$ cat config.mk
export PLATFORM = sky130hd
export DESIGN_NAME = ext_memory_bus
export DESIGN_NICKNAME = d
export VERILOG_FILES = /design/src/common/ext_bus_pkg.sv /design/src/rtl/ext_memory_bus.sv
export VERILOG_INCLUDE_DIRS = /design/src /design/src/common
export SDC_FILE = /design/constraint.sdc
export NUM_CORES = 1
export LEC_CHECK = 0
export ABC_AREA = 1
export BUFFER_PORTS_ARGS = -buffer_cell sky130_fd_sc_hd__buf_4
export CORE_MARGIN = 2
export CORE_UTILIZATION = 44
export CTS_BUF_LIST = sky130_fd_sc_hd__clkbuf_4
export DETAILED_ROUTE_END_ITERATION = 8
export PLACE_DENSITY = 0.8
export RECOVER_POWER = 100
export SLEW_MARGIN = 20
export SYNTH_ARGS = -nofsm -noshare
export SYNTH_HDL_FRONTEND = slang
export SYNTH_SLANG_ARGS = --single-unit
$ cat constraint.sdc
create_clock -name i_clk -period 2.6 [get_ports i_clk]
set_input_delay 0.52 -clock i_clk [delete_from_list [all_inputs] [get_ports i_clk]]
set_output_delay 0.52 -clock i_clk [all_outputs]
set_load 0.01 [all_outputs]
$ cat src/common/ext_bus_cfg.svh
// Constants for the external memory bus and data space decoder
`ifndef EXT_BUS_CFG_SVH
`define EXT_BUS_CFG_SVH
`define DIRECT_RAM_TOP   8'h7f
`define BIT_BYTE_BASE    8'h20
`define BIT_LOW_TOP      8'h7f
`define BANK_POS         3
`define EXTRA_RAM_SIZE   17'h00800
`define EEPROM_SIZE      17'h01000
`define PROG_EXT_BASE    16'h8000
`define USER_SIG_SIZE    10'h200
`define FACT_SIG_SIZE    10'h080
`define ALE_PERIOD       2'h3
`define FETCH_WAITS      2'h2
`endif

$ cat src/common/ext_bus_pkg.sv
// Types for the external memory bus and data space decoder
package ext_bus_pkg;
  typedef struct packed {
    logic       valid;
    logic       write;
    logic       paged;
    logic [15:0] addr;
    logic [7:0]  wdata;
  } xreq_type;
  typedef struct packed {
    logic       direct;
    logic [7:0] addr;
    logic       reg_mode;
    logic [2:0] reg_num;
    logic       bit_mode;
  } iacc_type;
  typedef struct packed {
    logic       ram_sel;
    logic       sfr_sel;
    logic [7:0] ram_addr;
  } idec_type;
  typedef enum logic [3:0] {
    ST_IDLE  = 4'b0001,
    ST_ADDR  = 4'b0010,
    ST_STRB  = 4'b0100,
    ST_DONE  = 4'b1000
  } bus_state_type;
endpackage

$ cat src/rtl/ext_memory_bus.sv
// External memory bus engine and internal data space decoder
`timescale 1ns/1ns
`include "ext_bus_cfg.svh"
module ext_memory_bus #(
  parameter int EXTRA_RAM_BYTES = 2048,
  parameter int EEPROM_BYTES    = 4096
) (
  input  wire logic                   i_clk,
  input  wire logic                   i_rstn,
  input  wire ext_bus_pkg::xreq_type  i_xreq,
  input  wire ext_bus_pkg::iacc_type  i_iacc,
  input  wire logic [7:0]             i_program_status_word,
  input  wire logic                   i_latch_strobe_off,
  input  wire logic                   i_external_ram_force,
  input  wire logic                   i_latch_strobe_disable,
  input  wire logic [1:0]             i_wait_state_select,
  input  wire logic                   i_fast_mode,
  input  wire logic                   i_fetch_req,
  input  wire logic [15:0]            i_fetch_addr,
  input  wire logic [15:0]            i_exec_pc,
  input  wire logic                   i_fbs_wr,
  input  wire logic                   i_fbs_wdata,
  input  wire logic                   i_sig_wr,
  input  wire logic [9:0]             i_sig_addr,
  input  wire logic                   i_sig_lock,
  input  wire logic                   i_prog_read,
  input  wire logic [7:0]             i_p0_in,
  output logic [7:0]                  o_p0_out,
  output logic                        o_p0_oe,
  output logic [7:0]                  o_p2_out,
  output logic                        o_p2_oe,
  output logic                        o_latch_strobe,
  output logic                        o_latch_strobe_oe,
  output logic                        o_read_strobe_n,
  output logic                        o_write_strobe_n,
  output logic                        o_program_fetch_strobe_n,
  output logic                        o_xbusy,
  output logic                        o_xdone,
  output logic [7:0]                  o_xrdata,
  output logic                        o_int_extra,
  output logic                        o_int_eeprom,
  output ext_bus_pkg::idec_type       o_idec,
  output logic                        o_fetch_bank_select,
  output logic                        o_fetch_external,
  output logic                        o_fetch_wait,
  output logic                        o_sig_wr_ok,
  output logic                        o_sig_rd_ok
);
  import ext_bus_pkg::*;

  // ----------------------------------------
  // Internal data space decode
  // ----------------------------------------
  idec_type idec_d;
  always_comb begin
    idec_d = '0;
    if (i_iacc.reg_mode) begin
      idec_d.ram_sel  = 1'b1;
      idec_d.ram_addr = {3'h0, i_program_status_word[`BANK_POS+1:`BANK_POS], i_iacc.reg_num};
    end else if (i_iacc.bit_mode) begin
      if (i_iacc.addr <= `BIT_LOW_TOP) begin
        idec_d.ram_sel  = 1'b1;
        idec_d.ram_addr = `BIT_BYTE_BASE + {3'h0, i_iacc.addr[7:3]};
      end else begin
        idec_d.sfr_sel  = 1'b1;
        idec_d.ram_addr = {i_iacc.addr[7:3], 3'h0};
      end
    end else if (i_iacc.direct) begin
      idec_d.ram_sel  = (i_iacc.addr <= `DIRECT_RAM_TOP);
      idec_d.sfr_sel  = (i_iacc.addr > `DIRECT_RAM_TOP);
      idec_d.ram_addr = i_iacc.addr;
    end else begin
      // Indirect reaches all RAM, stack included
      idec_d.ram_sel  = 1'b1;
      idec_d.ram_addr = i_iacc.addr;
    end
  end

  // ----------------------------------------
  // Fetch bank and signature access
  // ----------------------------------------
  logic fbs_q, fbs_d;
  logic fext_q, fext_d;
  logic sigw_q, sigw_d, sigr_q, sigr_d;
  always_comb begin
    fbs_d = fbs_q;
    if (i_fbs_wr && i_exec_pc < `PROG_EXT_BASE) begin
      fbs_d = i_fbs_wdata;
    end
    fext_d = i_fetch_req && fbs_q && (i_fetch_addr >= `PROG_EXT_BASE);
    sigw_d = i_sig_wr && !i_sig_lock && (i_sig_addr < `USER_SIG_SIZE + `FACT_SIG_SIZE);
    sigr_d = i_prog_read && (i_sig_addr < `USER_SIG_SIZE + `FACT_SIG_SIZE);
  end
  always_ff @(posedge i_clk or negedge i_rstn) begin
    if (!i_rstn) begin
      fbs_q  <= 1'b0;
      fext_q <= 1'b0;
      sigw_q <= 1'b0;
      sigr_q <= 1'b0;
    end else begin
      fbs_q  <= fbs_d;
      fext_q <= fext_d;
      sigw_q <= sigw_d;
      sigr_q <= sigr_d;
    end
  end

  // ----------------------------------------
  // External bus sequencer
  // ----------------------------------------
  bus_state_type st_q, st_d;
  xreq_type   req_q, req_d;
  logic [1:0] cnt_q, cnt_d;
  logic [1:0] ph_q, ph_d;
  logic [7:0] p0_q, p0_d, p2_q, p2_d, rd_q, rd_d;
  logic       p0oe_q, p0oe_d, p2oe_q, p2oe_d;
  logic       ale_q, ale_d, aleoe_q, aleoe_d;
  logic       rdn_q, rdn_d, wrn_q, wrn_d, psn_q, psn_d;
  logic       done_q, done_d, ie_q, ie_d, ee_q, ee_d;
  logic       go_ext;
  logic       busy_q, busy_d;
  logic [16:0] a17;

  always_comb begin
    a17 = {1'b0, i_xreq.addr};
    // The EEPROM range starts where the extra RAM ends, so the EEPROM top bounds them both
    go_ext = i_external_ram_force || (a17 >= 17'(EEPROM_BYTES));
  end

  always_comb begin
    st_d   = st_q;
    req_d  = req_q;
    cnt_d  = cnt_q;
    p0_d   = p0_q;
    p2_d   = p2_q;
    rd_d   = rd_q;
    p0oe_d = p0oe_q;
    p2oe_d = p2oe_q;
    rdn_d  = 1'b1;
    wrn_d  = 1'b1;
    done_d = 1'b0;
    ie_d   = 1'b0;
    ee_d   = 1'b0;
    ph_d   = (ph_q == `ALE_PERIOD - 2'h1) ? 2'h0 : ph_q + 2'h1;
    psn_d  = 1'b1;
    // Idle strobe free-runs unless parked high; parking avoids a runt on the jump
    ale_d   = i_latch_strobe_off ? 1'b1 : (ph_d == 2'h0);
    aleoe_d = !i_latch_strobe_off && !i_latch_strobe_disable;
    if (fext_q) begin
      ale_d   = (ph_d == 2'h0);
      aleoe_d = 1'b1;
      // A three-cycle period cannot split evenly; strobe is low two of three
      psn_d   = (ph_d == 2'h0);
      p2_d    = i_fetch_addr[15:8];
      p2oe_d  = 1'b1;
    end
    unique case (st_q)
      ST_IDLE: begin
        p0oe_d = 1'b0;
        // A request still held while done shows is the one just finished
        if (i_xreq.valid && !done_q) begin
          if (i_xreq.paged || go_ext) begin
            st_d    = ST_ADDR;
            req_d   = i_xreq;
            ale_d   = 1'b1;
            aleoe_d = 1'b1;
            p0_d   = i_xreq.addr[7:0];
            p0oe_d = 1'b1;
            if (!i_xreq.paged) begin
              p2_d   = i_xreq.addr[15:8];
              p2oe_d = 1'b1;
            end
          end else begin
            done_d = 1'b1;
            ie_d   = (a17 < 17'(EXTRA_RAM_BYTES));
            ee_d   = !(a17 < 17'(EXTRA_RAM_BYTES));
          end
        end
      end
      ST_ADDR: begin
        // Strobe falls on the same edge that port 0 swaps the address for write data, or is released on a read
        ale_d   = 1'b0;
        aleoe_d = 1'b1;
        st_d    = ST_STRB;
        cnt_d   = i_wait_state_select;
        p0_d    = req_q.wdata;
        p0oe_d  = req_q.write;
        rdn_d   = req_q.write;
        wrn_d   = !req_q.write;
      end
      ST_STRB: begin
        ale_d   = 1'b0;
        aleoe_d = 1'b1;
        rdn_d   = req_q.write;
        wrn_d   = !req_q.write;
        if (cnt_q == 2'h0) begin
          rdn_d = 1'b1;
          wrn_d = 1'b1;
          if (!req_q.write) begin
            rd_d = i_p0_in;
          end
          st_d = ST_DONE;
        end else begin
          cnt_d = cnt_q - 2'h1;
        end
      end
      ST_DONE: begin
        p0oe_d = 1'b0;
        p2oe_d = fext_q;
        done_d = 1'b1;
        st_d   = ST_IDLE;
      end
    endcase
    busy_d = (st_d != ST_IDLE);
  end

  always_ff @(posedge i_clk or negedge i_rstn) begin
    if (!i_rstn) begin
      st_q    <= ST_IDLE;
      req_q   <= '0;
      cnt_q   <= 2'h0;
      ph_q    <= 2'h0;
      p0_q    <= 8'h00;
      p2_q    <= 8'h00;
      rd_q    <= 8'h00;
      p0oe_q  <= 1'b0;
      p2oe_q  <= 1'b0;
      ale_q   <= 1'b1;
      aleoe_q <= 1'b0;
      rdn_q   <= 1'b1;
      wrn_q   <= 1'b1;
      psn_q   <= 1'b1;
      done_q  <= 1'b0;
      ie_q    <= 1'b0;
      busy_q  <= 1'b0;
      ee_q    <= 1'b0;
    end else begin
      st_q    <= st_d;
      req_q   <= req_d;
      cnt_q   <= cnt_d;
      ph_q    <= ph_d;
      p0_q    <= p0_d;
      p2_q    <= p2_d;
      rd_q    <= rd_d;
      p0oe_q  <= p0oe_d;
      p2oe_q  <= p2oe_d;
      ale_q   <= ale_d;
      aleoe_q <= aleoe_d;
      rdn_q   <= rdn_d;
      wrn_q   <= wrn_d;
      psn_q   <= psn_d;
      done_q  <= done_d;
      ie_q    <= ie_d;
      ee_q    <= ee_d;
      busy_q  <= busy_d;
    end
  end

  logic       wait_q;
  always_ff @(posedge i_clk or negedge i_rstn) begin
    if (!i_rstn) begin
      wait_q <= 1'b0;
    end else begin
      wait_q <= fext_d && i_fast_mode && (ph_d != `FETCH_WAITS);
    end
  end

  idec_type idec_q;
  always_ff @(posedge i_clk or negedge i_rstn) begin
    if (!i_rstn) begin
      idec_q <= '0;
    end else begin
      idec_q <= idec_d;
    end
  end

  assign o_p0_out                 = p0_q;
  assign o_p0_oe                  = p0oe_q;
  assign o_p2_out                 = p2_q;
  assign o_p2_oe                  = p2oe_q;
  assign o_latch_strobe           = ale_q;
  assign o_latch_strobe_oe        = aleoe_q;
  assign o_read_strobe_n          = rdn_q;
  assign o_write_strobe_n         = wrn_q;
  assign o_program_fetch_strobe_n = psn_q;
  assign o_xbusy                  = busy_q;
  assign o_xdone                  = done_q;
  assign o_xrdata                 = rd_q;
  assign o_int_extra              = ie_q;
  assign o_int_eeprom             = ee_q;
  assign o_idec                   = idec_q;
  assign o_fetch_bank_select      = fbs_q;
  assign o_fetch_external         = fext_q;
  assign o_fetch_wait             = wait_q;
  assign o_sig_wr_ok              = sigw_q;
  assign o_sig_rd_ok              = sigr_q;
endmodule

==> results of run 1 <==
[per-stage QoR]
stage	power, mW	area (sq um)	instances	util
after CTS	3.71	4020	555	0.633
after floorplan	2.50	2900	341	-
after global placement	3.11	3920	540	0.618
after global routing	3.74	3790	555	0.596
final	3.41	3790	555	0.596
after detailed placement	3.18	3920	540	0.618
[final cells by class]
class                           count  area [sq um]  share of cell area
Clock buffer                       10          75.1              0.0198
Clock inverter                      5          21.3             0.00562
Inverter                           46           173              0.0456
Multi-Input combinational cell    222           972               0.257
Sequential cell                    67          1680               0.444
Tap cell                           77          96.3              0.0254
Timing Repair Buffer              128           767               0.203
[kinds of logic after synthesis]
group	share of synthesized area
AOI/OAI and AO/OA	0.100
adders and majority gates	0.00431
buffers and inverters	0.0732
DFF	0.579
and+or+nand+nor	0.243
[path summary, 6_finish.rpt]
| check | start | endpoint |
|---|---|---|
| hold / removal | i_sig_lock | o_sig_wr_ok |
| hold reg to reg | ph_q[0] | ph_q[0] |
| max in group asynchronous | i_rstn | o_idec[1] |
| setup / recovery | st_q[0] | o_p0_out[7] |
| min in group asynchronous | i_rstn | o_xrdata[3] |
| setup reg to reg | st_q[0] | o_p0_out[7] |
[worst reg2reg max path: cells and delay by family (launching register included)]
kind,cells,cell delay (ns)
flops,1,0.60
buf+inv,3,0.60
simple gates,4,0.69
[layer usage]
metal  GRT usage  vias to the layer above  share of wire
li1            -                     1325              -
met1       0.228                     1172           0.41
met3      0.0535                       10          0.085
met2       0.347                       99           0.49
met5           0                        -              0
met4      0.0693                        0          0.014
[layout by cell type (no fill, tap or decap)]
master                     instances
sky130_fd_sc_hd__nand2_1         107
sky130_fd_sc_hd__buf_4            74
sky130_fd_sc_hd__dfrtp_1          62
sky130_fd_sc_hd__clkbuf_1         51
sky130_fd_sc_hd__nor2_1           49
sky130_fd_sc_hd__inv_1            43
sky130_fd_sc_hd__o21ai_0          22
sky130_fd_sc_hd__clkbuf_4         12
sky130_fd_sc_hd__a21oi_1           9
sky130_fd_sc_hd__o21a_1            9
sky130_fd_sc_hd__nand3_1           7
sky130_fd_sc_hd__clkinv_1          5
sky130_fd_sc_hd__dfstp_2           4
sky130_fd_sc_hd__nand4_1           3
sky130_fd_sc_hd__a31oi_1           3
sky130_fd_sc_hd__nor3_1            2
sky130_fd_sc_hd__or2_1             2
sky130_fd_sc_hd__or2_2             2
sky130_fd_sc_hd__o211ai_1          2
sky130_fd_sc_hd__clkinv_2          2
sky130_fd_sc_hd__inv_2             1
sky130_fd_sc_hd__nor3b_1           1
sky130_fd_sc_hd__nor2_2            1
sky130_fd_sc_hd__nand2_2           1
sky130_fd_sc_hd__o21ai_2           1
sky130_fd_sc_hd__ha_1              1
sky130_fd_sc_hd__clkbuf_2          1
sky130_fd_sc_hd__dfstp_1           1
[flip-flops by register name (all words and copies together) (netlist names), 2 cells and up]
| name | count |
|---|---|
| req_q | 9 |
| o_idec | 10 |
| o_xrdata | 8 |
| st_q | 4 |
| o_p2_out | 8 |
| o_p0_out | 8 |
| cnt_q | 2 |
| ph_q | 2 |
[report_power, final]
group / internal [mW] / switching [mW]
logic: 0.501 / 0.797
registers: 1.41 / 0.186
clock network: 0.190 / 0.332
==> qor.log, run 1 <==
INFO  run_status     status=complete, but fails checks
INFO  run_status     failing_checks=max-capacitance violations, max-slew violations
INFO  clock_network  clkLatencyLatePin=0.39ns
INFO  route          routed-via-count=2606
INFO  yosys          most_common_cell_in_the_synthesized_netlist=sky130_fd_sc_hd__nand2_1
INFO  yosys          number_of_distinct_library_cells_after_synthesis=27
INFO  global_routing number_of_antenna_violations_at_the_first_check_in_global_routing=0
INFO  route          avgRoutedWirePerCell=12.2um
INFO  clock_network  cts_inserted_buffers=9
INFO  critical_path  critical_path.endpoint_type=flip-flop
INFO  job            drv.max_cap_violation_count=1
INFO  yosys          syn_area_per_cell=8.52squm
INFO  power_and_ir_drop power.leakage=2.02nW
INFO  yosys          synth_area_leaders=sky130_fd_sc_hd__dfrtp_1 53%, sky130_fd_sc_hd__nand2_1 14%, sky130_fd_sc_hd__nor2_1 6.1%, sky130_fd_sc_hd__inv_1 5.3%, sky130_fd_sc_hd__dfstp_2 4.5%
INFO  floorplanning  io_pins=163
INFO  placement      pre_cts_ws=0.698ns
INFO  route          ant_nets=0
INFO  critical_path  critical_path.max_stage_delay=0.60ns
INFO  sta            final_min_period_over_clock_period=0.749
INFO  route          drt_pre_antenna_iters=4
INFO  yosys          synth-seq-cells=67
INFO  global_routing grt_start_max_net_pins=68
INFO  layout         syn2layout_area_growth=30.4%
INFO  clock_network  clk_pin_slew=0.10ns
INFO  worst_hold_path holdCritPathClass=in -> reg
INFO  critical_path  cpMostUsedCell=sky130_fd_sc_hd__nand2_1
INFO  clock_network  cts-resized-gates=0
INFO  layout         nFillCells=607
INFO  power_and_ir_drop vdd.ir_drop.worst=439uV
INFO  placement      place.port_buffers=126
INFO  sta            rsz0062_at_grt=false
INFO  sta            fin_hold_ws=0.276ns
INFO  clock_network  h-tree-depth=3
INFO  critical_path  critPathArrivalTime=2.27ns
INFO  global_routing first_global_vias=2610
INFO  yosys          ys_top_cells_by_count=107 x sky130_fd_sc_hd__nand2_1, 62 x sky130_fd_sc_hd__dfrtp_1, 47 x sky130_fd_sc_hd__nor2_1
INFO  sta            timing.clock.skew=0.0130ns
INFO  yosys          synth_warn=0
INFO  yosys          post_synth_net_total=455
INFO  power_and_ir_drop powerDensity=901mW/mm^2
INFO  clock_network  cts_root_buffer=sky130_fd_sc_hd__clkbuf_4
INFO  floorplanning  die_height=85.2um
INFO  sta            finalMaxSlewViolations=68
INFO  route          wl=6.76mm
INFO  sta            totalNegativeSetupSlack=0ns
INFO  yosys          synth-edff-count=0
INFO  global_routing grt.overflow.total=0
INFO  clock_network  tritoncts_clock_tree=yes
INFO  global_routing grt_pass1_wl=11.4mm
INFO  layout         drive_above_1_share=0.207
INFO  floorplanning  die_x=85.2um
INFO  yosys          share_of_the_synthesized_area_in_the_top_cell_type=0.534
INFO  layout         antenna_cells=0
INFO  clock_network  longest_clk_path_bufs=2
INFO  layout         number_of_nets_at_the_end_of_the_flow=588
INFO  sta            slew_headroom=-0.0812
INFO  sta            timing.final.crit_period=1.95ns
INFO  yosys          synth_area_leader_cell=sky130_fd_sc_hd__dfrtp_1
INFO  sta            final-hold-violation-count=0
INFO  route          drc=0
INFO  route          drt_first_iter_violations=141
INFO  clock_network  post-cts-setup-buffer-count=0
INFO  critical_path  cp_max_fo=13
INFO  worst_hold_path hold_depth=2
INFO  global_routing track_usage=0.196
INFO  sta            finalWorstSetupSlack=0.653ns
INFO  critical_path  reg2reg_setup_slack=0.65ns
INFO  placement      gpl.final_weighted_congestion=0.794
INFO  critical_path  worstPathBufferInverterCount=3
INFO  critical_path  worst_path_dominant_cell_family=simple AND/OR/NAND/NOR gates
INFO  placement      dp_hpwl=4.99mm
INFO  sta            fmax=0.514GHz
INFO  clock_network  clock_sinks=67
INFO  floorplanning  num_rows=29
INFO  critical_path  cpMaxStageDelayCell=sky130_fd_sc_hd__dfstp_1
INFO  sta            worstMarginPinSlew=1.62ns
INFO  critical_path  timing.critical_path.required=2.93ns
INFO  yosys          synth_async_sr_flop_share=1.00
INFO  yosys          ys.flop_type=sky130_fd_sc_hd__dfrtp_1
INFO  critical_path  critical_path_depth=7
INFO  sta            setup_violations=0
INFO  floorplanning  initial_core_util=0.457
INFO  critical_path  cp-start-kind=flip-flop
INFO  clock_network  hold_buffers=0
INFO  yosys          synth_sequential_area_ratio=0.579
INFO  critical_path  worstPathCellList=inv_1, nand3_1, buf_4, clkinv_1, nor2_2, nand2_1, nand2_1
INFO  route          vias_per_cell=4.70
INFO  critical_path  worst_r2r_path_depth=7
INFO  critical_path  setup.worst_path.class=reg -> reg
INFO  floorplanning  floorplan.die_area=0.00727sqmm
INFO  floorplanning  core-area=0.00635sqmm
INFO  yosys          syn-instance-count=341
INFO  yosys          synthesis.area=0.00290sqmm
Note: power is estimated with default switching activity, not from simulation.
==> inputs of run 2 (changes only) <==
--- a/config.mk
+++ b/config.mk
@@ -9,10 +9,10 @@
 export ABC_AREA = 1
 export BUFFER_PORTS_ARGS = -buffer_cell sky130_fd_sc_hd__buf_4
 export CORE_MARGIN = 2
-export CORE_UTILIZATION = 44
+export CORE_UTILIZATION = 41
 export CTS_BUF_LIST = sky130_fd_sc_hd__clkbuf_4
 export DETAILED_ROUTE_END_ITERATION = 8
-export PLACE_DENSITY = 0.8
+export PLACE_DENSITY = 0.78
 export RECOVER_POWER = 100
 export SLEW_MARGIN = 20
 export SYNTH_ARGS = -nofsm -noshare
==> constraint.sdc (replaced) <==
create_clock -name i_clk -period 1.7 [get_ports i_clk]
set_input_delay 0.34 -clock i_clk [delete_from_list [all_inputs] [get_ports i_clk]]
set_output_delay 0.34 -clock i_clk [all_outputs]
set_load 0.01 [all_outputs]
==> qor.log, run 2 (synthesized netlist as in run 1, its figures left out) <==
INFO  layout         number_of_nets_at_the_end_of_the_flow=596 [+1.4%]
INFO  route          wl=6.75mm [-0.12%]
INFO  floorplanning  io_pins=163 [unchanged]
INFO  critical_path  cp_max_fo=16 [+3]
INFO  sta            slew_headroom=0.565 [+0.646]
INFO  global_routing track_usage=0.176 [-0.0196]
INFO  sta            worstMarginPinSlew=0.653ns [-0.969 ns]
INFO  floorplanning  core-area=0.00683sqmm [+7.6%]
INFO  sta            rsz0062_at_grt=false
INFO  sta            finalMaxSlewViolations=0 [-100%]
INFO  clock_network  cts_root_buffer=sky130_fd_sc_hd__clkbuf_4
INFO  route          avgRoutedWirePerCell=11.6um [-4.9%]
INFO  clock_network  tritoncts_clock_tree=yes
INFO  global_routing grt_pass1_wl=10.7mm [-6.1%]
INFO  layout         most_common_library_cell_in_the_layout_ignoring_fill_and_taps=sky130_fd_sc_hd__nand2_1
INFO  sta            final-hold-violation-count=0 [unchanged]
INFO  sta            setup_violations=0 [unchanged]
INFO  worst_hold_path holdCritPathClass=in -> reg
INFO  sta            totalNegativeSetupSlack=0ns [unchanged]
INFO  clock_network  post-cts-setup-buffer-count=0 [unchanged]
INFO  route          met3_wirelength=497um [-13%]
INFO  route          routed-via-count=2632 [+1.0%]
INFO  layout         final_design_area_no_fill=0.00394sqmm [+3.9%]
INFO  placement      place.port_buffers=126 [unchanged]
INFO  global_routing grt_start_max_net_pins=28 [-59%]
INFO  route          ant_nets=0 [unchanged]
INFO  route          wirelength_met1=2.81mm [+0.50%]
INFO  layout         drive_above_1_share=0.244 [+0.0372]
INFO  placement      gpl.final_weighted_congestion=0.767 [-3.4%]
INFO  run_status     status=finished clean
INFO  sta            timing.final.crit_period=1.55ns [-0.400 ns]
INFO  layout         largest_register_ff_count=10 [unchanged]
INFO  critical_path  timing.critical_path.required=1.96ns [-0.97 ns]
INFO  layout         syn2layout_area_growth=35.5%
INFO  clock_network  clk_pin_slew=0.10ns [about the same]
INFO  global_routing grt.overflow.total=0 [unchanged]
INFO  power_and_ir_drop powerDensity=1410mW/mm^2 [+56%]
INFO  clock_network  h-tree-depth=3 [unchanged]
INFO  critical_path  critPathArrivalTime=1.81ns [-0.46 ns]
INFO  floorplanning  floorplan.die_area=0.00777sqmm [+7.0%]
INFO  route          vias_per_cell=4.51 [-3.9%]
INFO  clock_network  clkLatencyLatePin=0.39ns [about the same]
INFO  sta            fmax=0.646GHz [+26%]
INFO  route          top_signal_layer_used=met4
INFO  clock_network  cts_inserted_buffers=9 [unchanged]
INFO  sta            timing.clock.skew=0.0197ns [+0.00668 ns]
INFO  critical_path  setup.worst_path.class=reg -> reg
INFO  layout         mostFrequentLayoutCells=108 x sky130_fd_sc_hd__nand2_1, 77 x sky130_fd_sc_hd__buf_4, 62 x sky130_fd_sc_hd__dfrtp_1
INFO  sta            fin_hold_ws=0.106ns [-0.170 ns]
INFO  clock_network  longest_clk_path_bufs=2 [unchanged]
INFO  critical_path  critical_path.endpoint_type=flip-flop
INFO  placement      post_dp_area=0.00401sqmm [+2.3%]
INFO  route          dr_wl_met2=3.38mm [+2.8%]
INFO  global_routing first_global_vias=2473 [-5.2%]
INFO  sta            final_min_period_over_clock_period=0.910 [+0.161]
INFO  floorplanning  num_rows=30 [+3.4%]
INFO  route          drt_first_iter_violations=77 [-45%]
INFO  job            drv.max_cap_violation_count=0 [-1]
INFO  layout         nFillCells=704 [+16%]
INFO  floorplanning  die_x=88.2um [+3.4%]
INFO  floorplanning  die_height=88.2um [+3.4%]
INFO  global_routing number_of_antenna_violations_at_the_first_check_in_global_routing=0 [unchanged]
INFO  route          drc=0 [unchanged]
INFO  placement      dp_hpwl=5.21mm [+4.4%]
INFO  critical_path  cp-start-kind=flip-flop
INFO  floorplanning  initial_core_util=0.425 [-0.0322]
INFO  clock_network  clock_sinks=67 [unchanged]
INFO  power_and_ir_drop power.leakage=2.09nW [+3.5%]
INFO  route          drt_pre_antenna_iters=4 [unchanged]
INFO  layout         antenna_cells=0 [unchanged]
INFO  power_and_ir_drop vdd.ir_drop.worst=591uV [+34%]
-- run 2: per-layer routing --
layer	track usage	vias up
met2	0.316	79
li1	-	1340
met1	0.205	1207
met3	0.0443	6
met4	0.0579	0
met5	0	-
-- run 2: area by class of cell --
| class | instances | area (sq um) | area share |
|---|---|---|---|
| Clock inverter | 3 | 40.0 | 0.0102 |
| Clock buffer | 13 | 97.6 | 0.0248 |
| Timing Repair Buffer | 136 | 820 | 0.208 |
| Sequential cell | 67 | 1680 | 0.428 |
| Tap cell | 96 | 120 | 0.0305 |
| Multi-Input combinational cell | 222 | 1000 | 0.255 |
| Inverter | 46 | 173 | 0.0439 |
-- run 2: timing repair --
item,in CTS,in global routing
endpoints found under the hold margin,17,0
hold buffers,1,0
setup endpoints to repair,0,14
gates resized for setup,0,2
-- run 2: report_power, final --
part | switching, mW | internal, mW
combinational | 1.26 | 0.837
sequential | 0.268 | 2.15
clock | 0.510 | 0.513
total | 2.04 | 3.50
-- run 2: final timing paths --
kind | to | depth (start not counted) | slack, ns | from
min reg2reg | ph_q[0] | 1 | 0.42 | ph_q[0]
max reg2reg | o_xrdata[1] | 7 | 0.15 | st_q[1]
min | o_sig_wr_ok | 2 | 0.11 | i_sig_lock
max | o_xrdata[1] | 7 | 0.15 | st_q[1]
min in group asynchronous | o_p2_out[1] | 2 | 0.37 | i_rstn
max in group asynchronous | req_q[6] | 3 | 0.41 | i_rstn
-- run 2: worst max-delay path, stage by stage, from the launching register on --
cell                      delay [ns]
sky130_fd_sc_hd__dfrtp_1        0.42
sky130_fd_sc_hd__nor2_2         0.11
sky130_fd_sc_hd__nand3_1        0.11
sky130_fd_sc_hd__inv_1          0.12
sky130_fd_sc_hd__nand2_1        0.07
sky130_fd_sc_hd__or2_2          0.43
sky130_fd_sc_hd__nand2_1        0.13
sky130_fd_sc_hd__o21ai_2        0.05
-- run 2: metrics by stage --
stage | util | worst slack, ns | power (mW) | instances
floorplan | - | 0.280 | 3.83 | 341
global route | 0.576 | 0.0229 | 6.03 | 583
CTS | 0.609 | 0.0292 | 5.94 | 583
finish | 0.576 | 0.153 | 5.55 | 583
global placement | 0.587 | 0.0742 | 4.82 | 566
detailed placement | 0.587 | 0.0516 | 4.91 | 566
==> inputs of run 3 (changes only) <==
--- a/config.mk
+++ b/config.mk
@@ -6,12 +6,12 @@
 export SDC_FILE = /design/constraint.sdc
 export NUM_CORES = 1
 export LEC_CHECK = 0
-export ABC_AREA = 1
 export BUFFER_PORTS_ARGS = -buffer_cell sky130_fd_sc_hd__buf_4
 export CORE_MARGIN = 2
 export CORE_UTILIZATION = 41
 export CTS_BUF_LIST = sky130_fd_sc_hd__clkbuf_4
 export DETAILED_ROUTE_END_ITERATION = 8
+export HOLD_SLACK_MARGIN = 0.12
 export PLACE_DENSITY = 0.78
 export RECOVER_POWER = 100
 export SLEW_MARGIN = 20
==> qor.log, run 3 <==
INFO  critical_path  cp-start-kind=flip-flop
INFO  worst_hold_path holdCritPathClass=in -> reg
INFO  global_routing grt.overflow.total=0 [unchanged]
INFO  power_and_ir_drop internal_power=3.91mW [+12%]
INFO  power_and_ir_drop sequentialPowerShare=0.411 [-0.026]
INFO  critical_path  timing.critical_path.required=2.00ns [+0.04 ns]
INFO  critical_path  cpMaxStageDelayCell=sky130_fd_sc_hd__or4b_2
INFO  route          ant_nets=0 [unchanged]
INFO  floorplanning  floorplan.die_area=0.00771sqmm [-0.83%]
INFO  global_routing grt_pass1_wl=11.6mm [+8.5%]
INFO  yosys          synthesis.area=0.00288sqmm [-0.86%]
INFO  floorplanning  die_height=87.8um [-0.41%]
INFO  sta            worstMarginPinSlew=0.695ns [+0.0415 ns]
INFO  layout         most_common_library_cell_in_the_layout_ignoring_fill_and_taps=sky130_fd_sc_hd__buf_4
INFO  placement      dp_hpwl=5.35mm [+2.6%]
INFO  critical_path  worst_path_dominant_cell_family=simple AND/OR/NAND/NOR gates
INFO  floorplanning  num_rows=30 [unchanged]
INFO  critical_path  worstPathCellList=buf_12, or4b_2, a32o_1
INFO  layout         number_of_nets_at_the_end_of_the_flow=548 [-8.1%]
INFO  yosys          syn-instance-count=276 [-19%]
INFO  power_and_ir_drop swShare=0.351 [-0.0171]
INFO  power_and_ir_drop power.leakage=2.00nW [-4.5%]
INFO  sta            final-hold-violation-count=0 [unchanged]
INFO  global_routing track_usage=0.195 [+0.0185]
INFO  yosys          synth_area_leader_cell=sky130_fd_sc_hd__dfrtp_1
INFO  yosys          synth-edff-count=0 [unchanged]
INFO  sta            totalNegativeSetupSlack=0ns [unchanged]
INFO  power_and_ir_drop powerDensity=1440mW/mm^2 [+2.2%]
INFO  route          wl=7.39mm [+9.5%]
INFO  clock_network  clock_sinks=67 [unchanged]
INFO  yosys          synth_sequential_area_ratio=0.585 [+0.00504]
INFO  route          drt_first_iter_violations=117 [+52%]
INFO  sta            final_min_period_over_clock_period=0.976 [+0.0660]
INFO  layout         finalNonFillerCells=535 [-8.2%]
INFO  yosys          syn_area_per_cell=10.4squm [+22%]
INFO  route          avgRoutedWirePerCell=13.8um [+19%]
INFO  yosys          synth_warn=0 [unchanged]
INFO  yosys          post_synth_net_total=390 [-14%]
INFO  clock_network  clkLatencyLatePin=0.40ns [about the same]
INFO  global_routing grt_start_max_net_pins=29 [+3.6%]
INFO  clock_network  cts_root_buffer=sky130_fd_sc_hd__clkbuf_4
INFO  yosys          ys_top_cells_by_count=62 x sky130_fd_sc_hd__dfrtp_1, 56 x sky130_fd_sc_hd__nand2_1, 28 x sky130_fd_sc_hd__nor2_1
INFO  placement      place.port_buffers=126 [unchanged]
INFO  floorplanning  core-area=0.00679sqmm [-0.55%]
INFO  yosys          most_common_cell_in_the_synthesized_netlist=sky130_fd_sc_hd__dfrtp_1
INFO  global_routing number_of_antenna_violations_at_the_first_check_in_global_routing=0 [unchanged]
INFO  clock_network  longest_clk_path_bufs=2 [unchanged]
INFO  layout         antenna_cells=0 [unchanged]
INFO  layout         syn2layout_area_growth=45.4%
INFO  yosys          share_of_the_synthesized_area_in_the_top_cell_type=0.539 [+0.00464]
INFO  route          drt_pre_antenna_iters=4 [unchanged]
INFO  sta            timing.clock.skew=0.0161ns [-0.00354 ns]
INFO  clock_network  h-tree-depth=3 [unchanged]
INFO  sta            fmax=0.603GHz [-6.8%]
INFO  critical_path  cp_max_fo=10 [-6]
INFO  floorplanning  initial_core_util=0.424 [-0.00133]
INFO  critical_path  critical_path.max_stage_delay=0.66ns [+0.23 ns]
INFO  layout         final_util=0.616 [+0.0400]
INFO  global_routing first_global_vias=2564 [+3.7%]
INFO  job            drv.max_cap_violation_count=0 [unchanged]
INFO  floorplanning  io_pins=163 [unchanged]
INFO  critical_path  critPathArrivalTime=1.96ns [+0.15 ns]
INFO  floorplanning  die_x=87.8um [-0.41%]
INFO  clock_network  cts_inserted_buffers=9 [unchanged]
INFO  placement      gpl.final_weighted_congestion=0.790 [+3.1%]
INFO  placement      dp.cells=506 [-11%]
INFO  run_status     status=finished clean
INFO  yosys          synth_async_sr_flop_share=1.00 [unchanged]
INFO  clock_network  tritoncts_clock_tree=yes
INFO  layout         drive_above_1_share=0.321 [+0.0768]
INFO  placement      pre_cts_ws=-0.344ns [-0.395 ns]
INFO  route          drc=0 [unchanged]
INFO  sta            timing.final.crit_period=1.66ns [+0.112 ns]
INFO  yosys          ys.flop_type=sky130_fd_sc_hd__dfrtp_1
INFO  power_and_ir_drop vdd.ir_drop.worst=635uV [+7.5%]
INFO  critical_path  setup.worst_path.class=reg -> reg
INFO  sta            finalMaxSlewViolations=0 [unchanged]
INFO  yosys          number_of_distinct_library_cells_after_synthesis=44 [+63%]
INFO  power_and_ir_drop proportion_of_power_drawn_by_the_clock_network=0.187 [+0.003]
INFO  power_and_ir_drop power.combinational.fraction=0.402 [+0.023]
INFO  sta            finalWorstSetupSlack=0.0409ns [-0.112 ns]
INFO  power_and_ir_drop netsw=2.12mW [+3.6%]
INFO  sta            slew_headroom=0.537 [-0.0277]
INFO  yosys          synth-seq-cells=67 [unchanged]
INFO  yosys          synth_area_leaders=sky130_fd_sc_hd__dfrtp_1 54%, sky130_fd_sc_hd__nand2_1 7.3%, sky130_fd_sc_hd__dfstp_2 4.6%, sky130_fd_sc_hd__mux2i_1 4.5%, sky130_fd_sc_hd__nor2_1 3.7%
INFO  layout         largest_register_ff_count=10 [unchanged]
INFO  route          vias_per_cell=4.85 [+7.4%]
INFO  critical_path  critical_path.endpoint_type=flip-flop
INFO  route          routed-via-count=2593 [-1.5%]
INFO  critical_path  worstPathBufferInverterCount=1 [unchanged]
INFO  sta            setup_violations=0 [unchanged]
INFO  clock_network  clk_pin_slew=0.11ns [about the same]
INFO  layout         mostFrequentLayoutCells=93 x sky130_fd_sc_hd__buf_4, 61 x sky130_fd_sc_hd__dfrtp_1, 56 x sky130_fd_sc_hd__nand2_1
run 3: changes by cell type after synthesis, sizes merged, moves of 6 or more:
cell,change
nand2,-52
nor2b,+9
mux2,+9
mux2i,+13
nand3,-6
inv,-37
a31oi,+6
o21a,-8
nor2,-22
o21ai,-14
clkbuf,+8
run 3: kinds of logic after synthesis:
family	synth area share
adder cells (fa/ha/maj)	0.00435
AND/OR/NAND/NOR	0.195
flip-flops	0.585
AO/OA/AOI/OAI	0.0991
XOR/XNOR	0.00304
buffers and inverters	0.0339
multiplexers	0.0804
run 3: layout make-up:
type                            count  area, sq um
Clock buffer                        9         67.6
Clock inverter                      7         82.6
Sequential cell                    67         1680
Timing Repair Buffer              162         1070
Fill cell                         614         2610
Tap cell                           96          120
Multi-Input combinational cell    187         1130
Inverter                            7         26.3
run 3: power groups by stage:
stage                     Sequential [mW]  Clock, mW  Combinational, mW
final                                2.48       1.13               2.42
after global placement               2.48          0               2.52
after floorplan                      2.61          0               1.21
after CTS                            2.48       1.16               2.64
after global routing                 2.54       1.22               2.71
after detailed placement             2.51          0               2.60
run 3: tightest hold or removal path: cells and delay by family:
kind / cells / cell delay [ns]
buffers and inverters: 1 / 0.08
and+or+nand+nor: 2 / 0.09
run 3: timing repair:
| action | CTS | global route |
|---|---|---|
| setup buffers | 0 | 3 |
| hold buffers | 9 | 0 |
| pin swaps | 0 | 1 |
| endpoints found under the setup margin | 10 | 18 |
| hold endpoints to repair | 47 | 0 |
| resized for setup | 3 | 9 |
| gates cloned | 0 | 1 |
run 3: layer usage:
metal,GRT usage,wire length [um]
met1,0.225,2940
met4,0.0671,90
met5,0,0
met3,0.0726,560
met2,0.333,3800
run 3: through the flow:
stage	hold slack (ns)	area (sq um)	power [mW]
floorplan	0.0444	2890	3.82
global placement	0.233	4080	4.99
detailed placement	0.232	4080	5.11
CTS	0.121	4330	6.27
global route	0.125	4190	6.47
finish	0.146	4190	6.03
run 3: path summary, 6_finish.rpt:
check | startpoint | endpoint | slack (ns) | cells past startpoint
worst min register to register | ph_q[0] | ph_q[0] | 0.42 | 1
min in group asynchronous | i_rstn | o_idec[8] | 0.34 | 2
worst min-delay path | i_xreq[4] | req_q[4] | 0.15 | 3
worst max register to register | st_q[2] | st_q[3] | 0.04 | 3
max in group asynchronous | i_rstn | st_q[1] | 0.40 | 3
worst max-delay path | st_q[2] | st_q[3] | 0.04 | 3
